==> config.mk <==
export PLATFORM = sky130hd
export DESIGN_NAME = io_register_space_decoder
export DESIGN_NICKNAME = d
export VERILOG_FILES = /design/src/io_space_pkg.sv /design/src/io_register_space_decoder.sv
export SDC_FILE = /design/constraint.sdc
export NUM_CORES = 1
export LEC_CHECK = 0
export ABC_AREA = 1
export BUFFER_PORTS_ARGS = -buffer_cell sky130_fd_sc_hd__buf_2
export CAP_MARGIN = 30
export CORE_AREA = 3 3 273 221
export DETAILED_ROUTE_END_ITERATION = 10
export DIE_AREA = 0 0 276 224
export HOLD_SLACK_MARGIN = 0.15
export PLACE_DENSITY = 0.7
export SLEW_MARGIN = 20
export SYNTH_ARGS = -nofsm -noshare
export SYNTH_HDL_FRONTEND = slang
export SYNTH_SLANG_ARGS = --single-unit
==> constraint.sdc <==
create_clock -name clk -period 4.8 [get_ports clk]
set_input_delay 0.48 -clock clk [delete_from_list [all_inputs] [get_ports clk]]
set_output_delay 0.48 -clock clk [all_outputs]
set_load 0.01 [all_outputs]
==> src/io_space_pkg.sv <==
// shared types, offsets and bit masks of the lower register space
// How it works
// single-bit set and clear reach only short addresses 0x00 to 0x1f
// bit test returns one chosen bit of a low register for conditional skip
// event flags clear when written with one, writing zero keeps them
// single-bit operations change only the named bit, flags included
// port instructions use short addresses 0x00 to 0x3f, sixty-four locations
// data-space address equals short address plus 0x20, same register
// extended region 0x60 to 0xff answers only data-space loads and stores
// software writes zero into reserved bit positions; the bench writes 0xff to 0x16, whose bits 3, 4, 6 and 7 are reserved
// software never writes reserved locations such as 0x0c to 0x14
// reserved locations and bits read zero, writes to them do nothing
// accesses finish in one cycle, writes taken at the ending edge, reset clears
package io_space_pkg;
    localparam int          SHORT_DEPTH   = 64;
    localparam logic [7:0]  BIT_LIMIT     = 8'h20;
    localparam logic [7:0]  DATA_OFFSET   = 8'h20;
    localparam logic [7:0]  DATA_TOP      = 8'h5f;
    localparam logic [7:0]  EXT_BASE      = 8'h60;
    localparam logic [7:0]  RESET_VALUE   = 8'h00;
    localparam logic [5:0]  PORT_B_PINS   = 6'h03;
    localparam logic [5:0]  PORT_C_PINS   = 6'h06;
    localparam logic [5:0]  PORT_D_PINS   = 6'h09;
    localparam logic [5:0]  TIMER0_FLAGS  = 6'h15;
    localparam logic [5:0]  TIMER1_FLAGS  = 6'h16;
    localparam logic [5:0]  TIMER2_FLAGS  = 6'h17;
    localparam logic [5:0]  PCHG_FLAGS    = 6'h1b;
    localparam logic [5:0]  EXT_IRQ_FLAGS = 6'h1c;
    localparam logic [5:0]  TIMER0_CTL_B  = 6'h25;
    localparam logic [5:0]  SERIAL_STATUS = 6'h2d;
    localparam logic [7:0]  FORCE_BITS    = 8'hc0;
    localparam logic [7:0]  SERIAL_RO     = 8'hc0;

    typedef enum logic [3:0] {
        op_idle, io_read_op, io_write_op, set_bit_io_op, clear_bit_io_op,
        skip_if_bit_set_op, skip_if_bit_clear_op, load_op, memory_write_op
    } op_type;

    typedef struct packed {
        op_type      op;
        logic [7:0]  addr;
        logic [2:0]  bit_sel;
        logic [7:0]  wdata;
    } req_type;

    typedef struct packed {
        logic        valid;
        logic        hit;
        logic        ext;
        logic        skip;
        logic [7:0]  rdata;
    } resp_type;

    typedef struct packed {
        logic [7:0]  timer0;
        logic [7:0]  timer1;
        logic [7:0]  timer2;
        logic [7:0]  pin_change;
        logic [7:0]  external;
    } events_type;

    typedef struct packed {
        logic [7:0]  port_b;
        logic [7:0]  port_c;
        logic [7:0]  port_d;
        logic [7:0]  serial;
    } inputs_type;

    // implemented bits; everything else is reserved and reads zero
    function automatic logic [7:0] impl_mask(input logic [5:0] a);
        unique case (a)
            6'h03, 6'h04, 6'h05, 6'h09, 6'h0a, 6'h0b: impl_mask = 8'hff;
            6'h06, 6'h07, 6'h08:                      impl_mask = 8'h7f;
            6'h15, 6'h17, 6'h1b:                      impl_mask = 8'h07;
            6'h16:                                    impl_mask = 8'h27;
            6'h1c, 6'h1d:                             impl_mask = 8'h03;
            6'h1e, 6'h20, 6'h21, 6'h22:               impl_mask = 8'hff;
            6'h1f:                                    impl_mask = 8'h3f;
            6'h23:                                    impl_mask = 8'h83;
            6'h24:                                    impl_mask = 8'hf3;
            6'h25:                                    impl_mask = 8'hcf;
            6'h26, 6'h27, 6'h28, 6'h2a, 6'h2b, 6'h2c: impl_mask = 8'hff;
            6'h2d:                                    impl_mask = 8'hc1;
            default:                                  impl_mask = 8'h00;
        endcase
    endfunction

    function automatic logic [7:0] w1c_mask(input logic [5:0] a);
        unique case (a)
            TIMER0_FLAGS, TIMER2_FLAGS, PCHG_FLAGS: w1c_mask = 8'h07;
            TIMER1_FLAGS:                           w1c_mask = 8'h27;
            EXT_IRQ_FLAGS:                          w1c_mask = 8'h03;
            default:                                w1c_mask = 8'h00;
        endcase
    endfunction

    // bits that software may not store: pin inputs, peripheral status, strobes
    function automatic logic [7:0] fixed_mask(input logic [5:0] a);
        unique case (a)
            PORT_B_PINS, PORT_D_PINS: fixed_mask = 8'hff;
            PORT_C_PINS:              fixed_mask = 8'h7f;
            TIMER0_CTL_B:             fixed_mask = FORCE_BITS;
            SERIAL_STATUS:            fixed_mask = SERIAL_RO;
            default:                  fixed_mask = 8'h00;
        endcase
    endfunction
endpackage

==> src/io_register_space_decoder.sv <==
// decoder and storage for the lower input/output register space
`timescale 1ns/1ps
module io_register_space_decoder (
    // clock and reset
    input  wire logic                    clk,
    input  wire logic                    reset_n,
    // access from the processor core
    input  wire io_space_pkg::req_type   req,
    output      io_space_pkg::resp_type  resp,
    // hardware events and live inputs
    input  wire io_space_pkg::events_type events,
    input  wire io_space_pkg::inputs_type live,
    // register image and strobes toward the peripherals
    output      logic [63:0][7:0]        image,
    output      logic [1:0]              force_strobe
);
    import io_space_pkg::*;

    logic [SHORT_DEPTH-1:0][7:0] regs;
    logic [SHORT_DEPTH-1:0][7:0] next_regs;
    resp_type                    next_resp;
    logic [1:0]                  next_force;
    logic                        hit;
    logic                        ext_hit;
    logic [5:0]                  idx;
    logic                        is_io;
    logic                        is_write;
    logic                        is_bitop;
    logic [7:0]                  cur_read;
    logic [7:0]                  bit_mask;

    // map one request onto a short index; data space shifts down by the offset
    function automatic logic [6:0] decode(input req_type r);
        logic [7:0] shifted;
        shifted = r.addr - DATA_OFFSET;
        decode  = 7'h00;
        unique case (r.op)
            io_read_op, io_write_op:
                decode = {1'b1, r.addr[5:0]};
            set_bit_io_op, clear_bit_io_op, skip_if_bit_set_op, skip_if_bit_clear_op:
                decode = {(r.addr < BIT_LIMIT), r.addr[5:0]};
            load_op, memory_write_op:
                decode = {(r.addr >= DATA_OFFSET) && (r.addr <= DATA_TOP),
                          shifted[5:0]};
            default:
                decode = 7'h00;
        endcase
    endfunction

    // value seen by a read: stored bits plus live bits, reserved bits zero
    function automatic logic [7:0] read_value(input logic [5:0] a,
                                              input logic [SHORT_DEPTH-1:0][7:0] r,
                                              input inputs_type in);
        logic [7:0] live_bits;
        live_bits = 8'h00;
        unique case (a)
            PORT_B_PINS:   live_bits = in.port_b;
            PORT_C_PINS:   live_bits = in.port_c;
            PORT_D_PINS:   live_bits = in.port_d;
            SERIAL_STATUS: live_bits = in.serial & SERIAL_RO;
            default:       live_bits = 8'h00;
        endcase
        // strobe bits are write-only and always read zero
        if (a == TIMER0_CTL_B) begin
            live_bits = 8'h00;
        end
        read_value = ((r[a] & ~fixed_mask(a)) | (live_bits & fixed_mask(a))) & impl_mask(a);
    endfunction

    always_comb begin
        {hit, idx} = decode(req);
        is_io      = (req.op == io_read_op) || (req.op == io_write_op);
        is_bitop   = (req.op == set_bit_io_op) || (req.op == clear_bit_io_op);
        is_write   = (req.op == io_write_op) || (req.op == memory_write_op);
        // the extended region has no port-instruction path at all
        ext_hit    = ((req.op == load_op) || (req.op == memory_write_op))
                     && (req.addr >= EXT_BASE);
        cur_read   = read_value(idx, regs, live);
        bit_mask   = 8'h01 << req.bit_sel;
    end

    always_comb begin
        logic [7:0] keep;
        logic [7:0] wr;
        logic [7:0] clr;
        keep       = 8'h00;
        wr         = 8'h00;
        clr        = 8'h00;
        next_regs  = regs;
        next_force = 2'b00;
        if (hit && (is_write || is_bitop)) begin
            keep = impl_mask(idx) & ~fixed_mask(idx) & ~w1c_mask(idx);
            if (is_write) begin
                wr  = req.wdata;
                clr = req.wdata & w1c_mask(idx);
                next_force = req.wdata[7:6] & FORCE_BITS[7:6] &
                             {2{idx == TIMER0_CTL_B}};
            end else begin
                // only the named bit moves; setting a flag bit writes a one to it
                wr  = (req.op == set_bit_io_op) ? (regs[idx] | bit_mask)
                                                : (regs[idx] & ~bit_mask);
                keep = keep & bit_mask;
                clr = (req.op == set_bit_io_op) ? (bit_mask & w1c_mask(idx)) : 8'h00;
                next_force = (req.op == set_bit_io_op) && (idx == TIMER0_CTL_B)
                             ? FORCE_BITS[7:6] & bit_mask[7:6] : 2'b00;
            end
            next_regs[idx] = (regs[idx] & ~keep & ~clr) | (wr & keep);
        end
        // hardware events land after the clear so a set in the same cycle wins
        next_regs[TIMER0_FLAGS]  = next_regs[TIMER0_FLAGS]  | (events.timer0 & w1c_mask(TIMER0_FLAGS));
        next_regs[TIMER1_FLAGS]  = next_regs[TIMER1_FLAGS]  | (events.timer1 & w1c_mask(TIMER1_FLAGS));
        next_regs[TIMER2_FLAGS]  = next_regs[TIMER2_FLAGS]  | (events.timer2 & w1c_mask(TIMER2_FLAGS));
        next_regs[PCHG_FLAGS]    = next_regs[PCHG_FLAGS]    | (events.pin_change & w1c_mask(PCHG_FLAGS));
        next_regs[EXT_IRQ_FLAGS] = next_regs[EXT_IRQ_FLAGS] | (events.external & w1c_mask(EXT_IRQ_FLAGS));
    end

    always_comb begin
        next_resp       = '0;
        next_resp.valid = (req.op != op_idle);
        next_resp.hit   = hit || ext_hit;
        next_resp.ext   = ext_hit;
        if (hit && ((req.op == io_read_op) || (req.op == load_op))) begin
            next_resp.rdata = cur_read;
        end
        if (hit && (req.op == skip_if_bit_set_op)) begin
            next_resp.skip = |(cur_read & bit_mask);
        end
        if (hit && (req.op == skip_if_bit_clear_op)) begin
            next_resp.skip = ~|(cur_read & bit_mask);
        end
    end

    always_ff @(posedge clk) begin
        if (!reset_n) begin
            regs         <= '0;
            resp         <= '0;
            force_strobe <= 2'b00;
        end else begin
            regs         <= next_regs;
            resp         <= next_resp;
            force_strobe <= next_force;
        end
    end

    assign image = regs;

    AST_BIT_RANGE: assert property (@(posedge clk) disable iff (!reset_n)
        (is_bitop && req.addr >= BIT_LIMIT && events == '0) |=> !resp.hit && regs == $past(regs))
        else $error("bit operation above the low range took effect");

    AST_SKIP_VALUE: assert property (@(posedge clk) disable iff (!reset_n)
        (hit && req.op == skip_if_bit_set_op) |=> resp.skip == $past(cur_read[req.bit_sel]))
        else $error("bit test returned the wrong bit");

    AST_FLAG_CLEAR: assert property (@(posedge clk) disable iff (!reset_n)
        (req.op == io_write_op && req.addr == 8'h15 && events.timer0 == 8'h00)
        |=> regs[TIMER0_FLAGS] == ($past(regs[TIMER0_FLAGS]) & ~$past(req.wdata)))
        else $error("flag did not clear on a written one");

    AST_BIT_ONLY: assert property (@(posedge clk) disable iff (!reset_n)
        (hit && is_bitop && w1c_mask(idx) == 8'h00)
        |=> ((regs[$past(idx)] ^ $past(regs[idx])) & ~$past(bit_mask)) == 8'h00)
        else $error("bit operation disturbed other bits");

    AST_IO_READ: assert property (@(posedge clk) disable iff (!reset_n)
        (req.op == io_read_op) |=> resp.hit && resp.rdata == $past(cur_read))
        else $error("port read did not return the addressed register");

    AST_DATA_VIEW: assert property (@(posedge clk) disable iff (!reset_n)
        (req.op == load_op && req.addr >= 8'h20 && req.addr <= 8'h5f)
        |=> resp.rdata == $past(read_value(req.addr[5:0] - 6'h20, regs, live)))
        else $error("data-space view did not match the short view");

    AST_EXT_ONLY_MEM: assert property (@(posedge clk) disable iff (!reset_n)
        is_io |=> !resp.ext ##0 resp.valid)
        else $error("port instruction reached the extended region");

    AST_RESERVED_ZERO: assert property (@(posedge clk) disable iff (!reset_n)
        (req.op == io_read_op && impl_mask(req.addr[5:0]) == 8'h00) |=> resp.rdata == 8'h00)
        else $error("reserved location read nonzero");

    AST_ONE_CYCLE: assert property (@(posedge clk) disable iff (!reset_n)
        (req.op == op_idle) |=> !resp.valid)
        else $error("answer without a request");
endmodule

==> flow_metrics.py, run 1 <==
metrics = {
    "grt": {
        "antenna_found_initial": 2,
        "groute.usage.overall": 0.2915,
        "grt_pass1_wl_um": 137700,
        "grt_pass1_vias": 21598,
        "grt-ovfl-total": 0,
        "grt_max_degree": 205,
    },
    "power": {
        "pwr-share-seq": 0.461,
        "p_int_mw": 7.089,
        "vdd_drop_max_uv": 295.0,
        "p_leak_nw": 17.50,
        "p_switching_mw": 2.443,
        "pwr-share-comb": 0.078,
        "p_per_area_mw_per_mm2": 331.1,
        "swShare": 0.2563,
        "total_power_mw": 9.532,
        "clockPowerShare": 0.462,
    },
    "timing": {
        "slew_headroom": 0.3322,
        "setup-tns-final_ps": 0,
        "period_minus_slack_ps": 3622,
        "finClkSkew_ps": 22.51,
        "finalMaxSlewViolations": 0,
        "hold_viol_final": 0,
        "setup_violations": 0,
        "grt_setup_unrepaired": "no",
        "tightest_slew_ps": 1002,
        "fmax_mhz": 276.1,
        "fin_crit_sh": 0.7546,
    },
    "drt": {
        "finalWirelength_um": 94280,
        "wl_per_cell_um": 19.38,
        "drt_iter0_markers": 2215,
        "via_per_inst": 4.880,
        "drc": 0,
        "first_pass_iters": 6,
        "drtAntennaViolNets": 0,
        "vias": 23735,
    },
    "die": {
        "core-area_mm2": 0.05792,
        "num_io_pins": 623,
        "start_util": 0.3976,
        "die_w_um": 276,
        "dieHeight_um": 224,
        "num_rows": 79,
        "dieArea_mm2": 0.06182,
    },
    "cells_and_area": {
        "final_util": 0.4969,
        "fillers": 5836,
        "stdcell_count": 4864,
        "syn2layout_area_growth_pct": 24.99,
        "drive_gt1_frac": 0.2024,
        "final_area_mm2": 0.02878,
        "nNetsFinal": 4150,
        "num_antenna_cells": 0,
    },
    "setup_path": {
        "worstSetupStartpointType": "input pin",
        "criticalPathCategory": "input pin to register",
        "worstPathRequired_ps": 5260,
        "crit_fanout": 57,
        "crit_path_end_kind": "register",
        "arrival_ps": 4080,
    },
    "logic_synthesis": {
        "synth.top_cell.area_share": 0.4572,
        "synthTopCellsByArea": "dfxtp_1 (46%), nand2_1 (22%), inv_1 (9.5%), nand3_1 (4.2%), nor2_1 (3.7%)",
        "synth_cells": 3498,
        "ys_seq_elements": 526,
        "synth.distinct_cells": 42,
        "yosysSeqAreaShare": 0.4572,
        "syn_avg_cell_area_um2": 6.584,
        "ys.warnings.count": 0,
        "syn-cell-area_mm2": 0.02303,
        "synth.net_count": 3595,
        "synth_top_area_cell": "dfxtp_1",
    },
    "cts": {
        "cts_resized": 0,
        "cts_root_buffer": "clkbuf_16",
        "cts_tree": "done",
        "clk_pin_slew_ps": 60,
        "clkLatencyLatePin_ps": 600,
        "cts_buffers": 54,
        "post_cts_buffers": 0,
        "clockBufferDepth": 3,
        "clock-sinks": 526,
        "hold_buffers": 13,
        "cts_max_level": 2,
    },
    "job": {
        "maxCapViolCount": 0,
    },
    "placement": {
        "gp_congestion": 0.9380,
        "placed_cells": 4753,
        "place_area_mm2": 0.02681,
        "place.detailed.hpwl_um": 67550,
        "port-buffer-count": 591,
    },
    "hold_path": {
        "hp-class": "input pin to register",
    },
    "run_status": {
        "status": "finished clean",
    },
}
[cells in the mapped netlist, drive strengths merged]
| cell | n |
|---|---|
| nand2 | 1347 |
| inv | 600 |
| dfxtp | 526 |
| nor2 | 237 |
| o21ai | 196 |
| nand3 | 193 |
| a21oi | 160 |
| buf | 89 |
| clkbuf | 87 |
| nand4 | 26 |
| nor3 | 13 |
| a22o | 4 |
| o21a | 4 |
| nor4 | 3 |
| o211ai | 3 |
| or2 | 3 |
| clkinv | 2 |
| a221oi | 1 |
| a22oi | 1 |
| nor3b | 1 |
| o2111ai | 1 |
| o22ai | 1 |
[metrics by stage]
stage | setup slack [ps] | hold WS, ps
6_report | 1178 | 184.2
5_1_grt | 881.3 | 175.9
4_1_cts | 1259 | 151.8
3_5_place_dp | 610.2 | 428.9
3_3_place_gp | 612.2 | 424.9
2_1_floorplan | 2028 | 463.4
[routing by layer]
metal  GRT usage  vias to the layer above  share of wire
met1      0.3821                    10898           0.42
met4      0.1008                        2          0.035
met5           0                        -       0.000085
met2      0.4583                     1061           0.44
met3     0.08732                      168           0.10
li1            -                    11606              -
[critical path: stages]
cell and delay, ps:
buf_2 120, nor2_1 210, nand2_1 130, nand2_2 150
nor2_4 60, nand2_8 140, nand2_4 210, inv_6 510
nand2_2 180, nor2_2 280, nand2_1 130, inv_2 200
nor2_8 80, inv_2 120, nor3_2 70, o21ai_0 110
nand2_1 70, o21a_1 200, inv_2 420, a21oi_1 140
[path summary, 6_finish.rpt]
check               endpoint  slack, ps  depth (start not counted)  startpoint
setup / recovery   image[61]       1180                         20     req[20]
hold / removal    image[216]        180                          3   events[8]
setup reg to reg   image[61]       2170                         15  image[181]
hold reg to reg   image[115]        440                          2  image[115]
[state kept, by name, summed over array words and instances, names as in the netlist]
| register | count |
|---|---|
| image | 512 |
| resp | 12 |
| force_strobe | 2 |
[power groups by stage]
stage	sequential (mW)	combinational (mW)	clock, mW
6_report	4.39	0.742	4.40
5_1_grt	4.39	0.782	4.63
4_1_cts	4.39	0.729	4.47
3_5_place_dp	4.49	0.719	0
3_3_place_gp	4.49	0.719	0
2_1_floorplan	4.49	0.416	0
[cells in the final DEF (no fill, tap or decap), types with 17 or more instances in the layout]
cell type / n
a21oi_1: 149
buf_4: 58
nand4_1: 26
o21ai_0: 164
buf_2: 590
inv_1: 580
dfxtp_1: 526
nand3_1: 192
nor2_1: 219
o21ai_1: 26
clkbuf_16: 56
nand2_1: 1332
inv_2: 17
[layout make-up]
cell class	count	area, µm²	share of cell area
multi-input combinational	2194	9389	0.3262
clock inverter	27	331.6	0.01152
tap	769	962.2	0.03343
inverter	602	2270	0.07885
clock buffer	71	1508	0.05238
sequential	526	10530	0.3658
timing repair buffer	675	3794	0.1318
[cells by family (layout without fill, tap and decap cells)]
logic type,count (synthesis),after routing,share of synthesized area
and+or+nand+nor,1823,1823,0.3191
buffers and inverters,778,1375,0.1373
DFF,526,526,0.4572
AOI/OAI and AO/OA,371,371,0.08633
No activity file was read; power rests on OpenSTA's default activity.
==> run 2, diff against run 1 <==
- ABC_AREA: 1 -> 0
- CORE_AREA: 3 3 273 221 -> 3 3 267 216
- DIE_AREA: 0 0 276 224 -> 0 0 270 219
- PLACE_DENSITY: 0.7 -> 0.71
- clock period: 4.8 -> 3.7 ns (I/O delays scaled with it)
==> flow_metrics.py, run 2 <==
metrics = {
    "setup_path": {
        "cpMostUsedCell": "buf_4",
        "crit_family": "compound AO/OA/AOI/OAI gates",
        "critPathBufInv": 4,
        "crit_path_start": "req[20]",
        "r2r_start": "image[509]",
        "worstPathRequired_ps": 4190,
        "path_cells": "buf_2, nor4_4, buf_12, nor2_4, buf_4, buf_4, a22oi_1, o22ai_1, o21ai_0, o311a_1, o311ai_1, nand4b_1, a2111oi_2, mux2_1",
        "r2r-end": "resp[8]",
        "criticalPathCategory": "input pin to register",
        "r2r_cells": 11,
        "cp.depth": 14,
        "rrSetupSlack_ps": 310,
        "crit_fanout": 17,
        "crit_path_end_kind": "register",
        "worstSetupStartpointType": "input pin",
        "arrival_ps": 4070,
        "slowest_stage": "nor4_4",
        "max_stage_delay_ps": 410,
    },
    "logic_synthesis": {
        "syn-cell-area_mm2": 0.02198,
        "ys_seq_elements": 526,
        "synth.distinct_cells": 87,
        "synth.top_cell.area_share": 0.4790,
        "synth.net_count": 2356,
        "yosysSeqAreaShare": 0.4790,
        "syn_avg_cell_area_um2": 9.732,
        "async_flop_share": 0,
        "ys.flop_type": "dfxtp_1",
        "synth.most_common_cell": "dfxtp_1",
        "synthTopCellsByCount": "dfxtp_1 (526), and2_1 (353), nand2_1 (153)",
        "synth-edff-count": 0,
        "synthTopCellsByArea": "dfxtp_1 (48%), and2_1 (10%), mux2i_1 (6.1%), nand2_1 (2.6%), o211a_1 (2.4%)",
        "synth_cells": 2259,
        "ys.warnings.count": 0,
        "synth_top_area_cell": "dfxtp_1",
    },
    "die": {
        "dieArea_mm2": 0.05913,
        "num_rows": 77,
        "dieHeight_um": 219,
        "die_w_um": 270,
        "start_util": 0.3982,
        "num_io_pins": 623,
        "core-area_mm2": 0.05520,
    },
    "cells_and_area": {
        "final_common_cell": "buf_2",
        "syn2layout_area_growth_pct": 35.02,
        "drive_gt1_frac": 0.3448,
        "nNetsFinal": 3098,
        "layout_common_cells": "buf_2 (588), dfxtp_1 (526), and2_1 (353)",
        "fillers": 5001,
        "final-seq-area_mm2": 0.01053,
        "multi_input_comb_area_mm2": 0.01065,
        "stdcell_count": 3793,
        "final_util": 0.5377,
        "largest_register_ffs": 512,
    },
    "drt": {
        "routed-wl-met3_um": 9941,
        "first_pass_iters": 7,
        "met1_length_um": 42110,
        "drtAntennaViolNets": 0,
        "vias": 21396,
        "drt_iter0_markers": 2435,
        "via_per_inst": 5.641,
        "drc": 0,
        "wl_per_cell_um": 26.49,
        "top_layer_used": "met5",
        "finalWirelength_um": 100500,
        "wl_met2_um": 44650,
    },
    "timing": {
        "setup-tns-final_ps": 0,
        "hold_viol_final": 0,
        "fin_crit_sh": 0.9673,
        "fmax_mhz": 279.4,
        "period_minus_slack_ps": 3579,
        "tightest_slew_ps": 837.6,
        "finClkSkew_ps": 30.15,
        "setup_violations": 0,
        "finalMaxSlewViolations": 0,
        "grt_setup_unrepaired": "no",
        "slew_headroom": 0.4416,
    },
    "hold_path": {
        "hold_path_end": "force_strobe[0]",
        "holdPathStages": 3,
        "hp-class": "input pin to register",
        "hp-start": "req[6]",
    },
    "cts": {
        "clockBufferDepth": 3,
        "cts_tree": "done",
        "cts_root_buffer": "clkbuf_16",
        "clkLatencyLatePin_ps": 620,
        "cts_max_level": 2,
        "clk_pin_slew_ps": 70,
        "clock-sinks": 526,
        "cts_buffers": 54,
    },
    "grt": {
        "grt_pass1_wl_um": 144100,
        "groute.usage.overall": 0.3264,
        "grt_max_degree": 309,
        "antenna_found_initial": 4,
        "grt_pass1_vias": 20819,
        "grt-ovfl-total": 0,
    },
    "power": {
        "p_leak_nw": 14.00,
        "p_per_area_mw_per_mm2": 428.7,
        "vdd_drop_max_uv": 364.0,
    },
    "run_status": {
        "status": "finished clean",
    },
    "placement": {
        "place.detailed.hpwl_um": 77040,
        "placed_cells": 3676,
        "port-buffer-count": 591,
        "gp_congestion": 0.9336,
    },
    "job": {
        "maxCapViolCount": 0,
    },
}
==> run 2: cell type report <==
cell class                      count  area share
Multi-Input combinational cell   1517      0.3588
Sequential cell                   526      0.3548
Timing Repair Buffer              884      0.1917
Clock buffer                       74     0.05109
Tap cell                          750     0.03161
Clock inverter                     23    0.009695
Inverter                           18    0.002276
Antenna cell                        1  0.00008431
==> run 2: worst max-delay path by stage <==
stage                  to
2_1_floorplan   image[62]
3_3_place_gp      resp[8]
3_5_place_dp      resp[8]
4_1_cts           resp[8]
5_1_grt        image[224]
6_report          resp[8]
==> run 2: per-stage QoR <==
step	instance area, µm²	hold WS [ps]	setup WS, ps	total power, mW
final	29680	210.1	121.0	12.72
after global routing	29680	201.7	23.86	13.08
after CTS	29610	167.6	40.17	12.74
after detailed placement	27630	461.9	-590.0	7.175
after global placement	27630	456.1	-619.6	7.166
after floorplan	21980	493.8	268.9	6.435
==> run 2: cells by family after synthesis <==
| kind of cell | synth area share |
|---|---|
| buffers and inverters | 0.04308 |
| xor gates and xnor gates | 0.002789 |
| AOI/OAI and AO/OA | 0.1993 |
| DFF | 0.4790 |
| muxes | 0.08099 |
| and+or+nand+nor | 0.1949 |
==> run 2: power by group <==
| group | switching [mW] | total, mW | internal [mW] |
|---|---|---|---|
| clock network | 2.39 | 5.61 | 3.23 |
| logic | 0.880 | 1.42 | 0.540 |
| registers | 0.0147 | 5.69 | 5.68 |
| total | 3.28 | 12.7 | 9.44 |
==> run 2: repair_timing <==
action	CTS	global route
gates resized for setup	0	7
setup buffers	0	1
setup endpoints to repair	0	4
hold endpoints to repair	17	0
hold buffers	17	0
==> run 2: per-layer routing <==
layer,up-vias,global-route usage
met5,-,0
met4,2,0.1144
met1,10386,0.4309
met3,197,0.08811
met2,1183,0.5160
li1,9628,-
==> run 2: tightest hold or removal path: stages <==
cell     delay (ps)
buf_2           100
and2_1          150
o21ba_2         140
==> run 3, diff against run 2 <==
- clock period: 3.7 -> 3.5 ns (I/O delays scaled with it)
==> flow_metrics.py, run 3 (synthesis results as in run 2) <==
metrics = {
    "grt": {
        "groute.usage.overall": 0.3266,
        "grt_pass1_wl_um": 144900,
        "antenna_found_initial": 1,
        "grt-ovfl-total": 0,
        "grt_pass1_vias": 20895,
        "grt_max_degree": 324,
    },
    "power": {
        "p_leak_nw": 14.30,
        "p_int_mw": 9.971,
        "p_switching_mw": 3.466,
        "clockPowerShare": 0.436,
        "pwr-share-comb": 0.116,
        "p_per_area_mw_per_mm2": 445.6,
        "swShare": 0.2579,
        "vdd_drop_max_uv": 395.0,
        "pwr-share-seq": 0.448,
    },
    "die": {
        "core-area_mm2": 0.05520,
        "die_w_um": 270,
        "num_rows": 77,
        "num_io_pins": 623,
        "start_util": 0.3982,
        "dieArea_mm2": 0.05913,
        "dieHeight_um": 219,
    },
    "placement": {
        "place_area_mm2": 0.02804,
        "post-place-ws_ps": -747.9,
        "place.detailed.hpwl_um": 78090,
        "placed_cells": 3732,
        "gp_congestion": 0.9464,
        "port-buffer-count": 591,
    },
    "job": {
        "maxCapViolCount": 0,
    },
    "setup_path": {
        "crit_fanout": 13,
        "arrival_ps": 3980,
        "slowest_stage": "o31ai_2",
        "crit_path_end_kind": "register",
        "crit_path_start": "req[20]",
        "r2r_cells": 12,
        "cpMostUsedCell": "buf_4",
        "rrSetupSlack_ps": 180,
        "max_stage_delay_ps": 410,
        "r2r-end": "resp[8]",
        "worstPathRequired_ps": 3990,
        "path_cells": "buf_2, buf_4, nor4_4, buf_12, nor2_4, buf_4, buf_4, a32oi_1, o221ai_1, o31ai_2, nand4_1, a32oi_2, nand4b_1, a2111oi_2, mux2_1",
        "criticalPathCategory": "input pin to register",
        "worstSetupStartpointType": "input pin",
        "r2r_start": "image[477]",
    },
    "timing": {
        "finClkSkew_ps": 26.71,
        "fmax_mhz": 286.4,
        "period_minus_slack_ps": 3492,
        "finalMaxSlewViolations": 0,
        "slew_headroom": 0.4000,
        "tightest_slew_ps": 900.0,
        "layout_setup_ws_ps": 7.852,
        "fin_crit_sh": 0.9978,
        "grt_setup_unrepaired": "yes",
        "hold_viol_final": 0,
        "setup-tns-final_ps": 0,
        "setup_violations": 0,
    },
    "cells_and_area": {
        "stdcell_count": 3855,
        "layout_common_cells": "buf_2 (588), dfxtp_1 (526), and2_1 (353)",
        "nNetsFinal": 3158,
        "drive_gt1_frac": 0.3591,
        "final_area_mm2": 0.03015,
        "final_util": 0.5462,
        "syn2layout_area_growth_pct": 37.17,
        "num_antenna_cells": 0,
        "largest_register_ffs": 512,
        "final_common_cell": "buf_2",
    },
    "cts": {
        "cts_root_buffer": "clkbuf_16",
        "clockBufferDepth": 3,
        "clkLatencyLatePin_ps": 610,
        "cts_tree": "done",
        "clock-sinks": 526,
        "cts_buffers": 54,
        "cts_max_level": 2,
        "clk_pin_slew_ps": 60,
    },
    "drt": {
        "finalWirelength_um": 101600,
        "drc": 0,
        "first_pass_iters": 7,
        "wl_per_cell_um": 26.35,
        "drtAntennaViolNets": 0,
        "via_per_inst": 5.661,
        "vias": 21822,
        "drt_iter0_markers": 2370,
    },
    "hold_path": {
        "holdPathStages": 3,
        "hp-start": "live[29]",
        "hp-class": "input pin to register",
        "hold_path_end": "resp[5]",
    },
    "run_status": {
        "status": "finished clean",
    },
}
-- run 3: cell count changes in the layout (fill, tap and decap cells not counted), moves of 2 or more --
cell and change:
clkinv_2 +4, clkinvlp_4 -3, buf_4 +58, clkinv_4 +3, dlygate4sd3_1 +2
-- run 3: final cells by class --
| class | count | area [µm²] |
|---|---|---|
| flip-flops and latches | 526 | 10530 |
| repair buffers | 944 | 6136 |
| clock inverters | 26 | 281.5 |
| fillers | 4955 | 25050 |
| multi-input cells | 1517 | 10680 |
| inverters | 18 | 67.56 |
| well taps | 750 | 938.4 |
| clock buffers | 74 | 1516 |
-- run 3: worst max-delay path: cells and delay by family --
family,cells,cell delay [ps]
AO/OA/AOI/OAI,5,1470
buffers and inverters,5,920
multiplexers,1,350
AND/OR/NAND/NOR,4,880
-- run 3: worst max-delay path by stage --
stage	endpoint	slack (ps)	cells past startpoint
final	resp[8]	8	15
after global routing	resp[8]	-10	16
after CTS	resp[8]	20	14
after detailed placement	resp[8]	-750	12
after global placement	resp[8]	-750	12
after floorplan	image[62]	90	12
-- run 3: per-stage QoR --
| stage | hold slack, ps | total power [mW] |
|---|---|---|
| finish | 192.1 | 13.44 |
| global route | 228.3 | 13.80 |
| CTS | 175.6 | 13.47 |
| detailed placement | 466.8 | 7.635 |
| global placement | 454.2 | 7.625 |
| floorplan | 473.8 | 6.803 |
-- run 3: power by group through the flow --
stage | registers (mW) | clock network, mW | logic, mW
final | 6.02 | 5.86 | 1.56
after global routing | 6.01 | 6.16 | 1.62
after floorplan | 6.15 | 0 | 0.651
after detailed placement | 6.15 | 0 | 1.48
after CTS | 6.02 | 5.94 | 1.51
after global placement | 6.15 | 0 | 1.47
-- run 3: per-layer routing --
layer,share of wire,vias up,global-route usage
met4,0.032,2,0.1061
met5,0.00013,-,0
li1,-,9751,-
met1,0.42,10651,0.4371
met3,0.094,181,0.07094
met2,0.45,1237,0.5264
-- run 3: timing repair --
item	in CTS	in global routing
setup endpoints to repair	1	45
endpoints found under the hold margin	18	0
pin swaps	1	4
resized for setup	4	9
gates cloned	0	0
buffers inserted	0	3
hold buffers	19	0
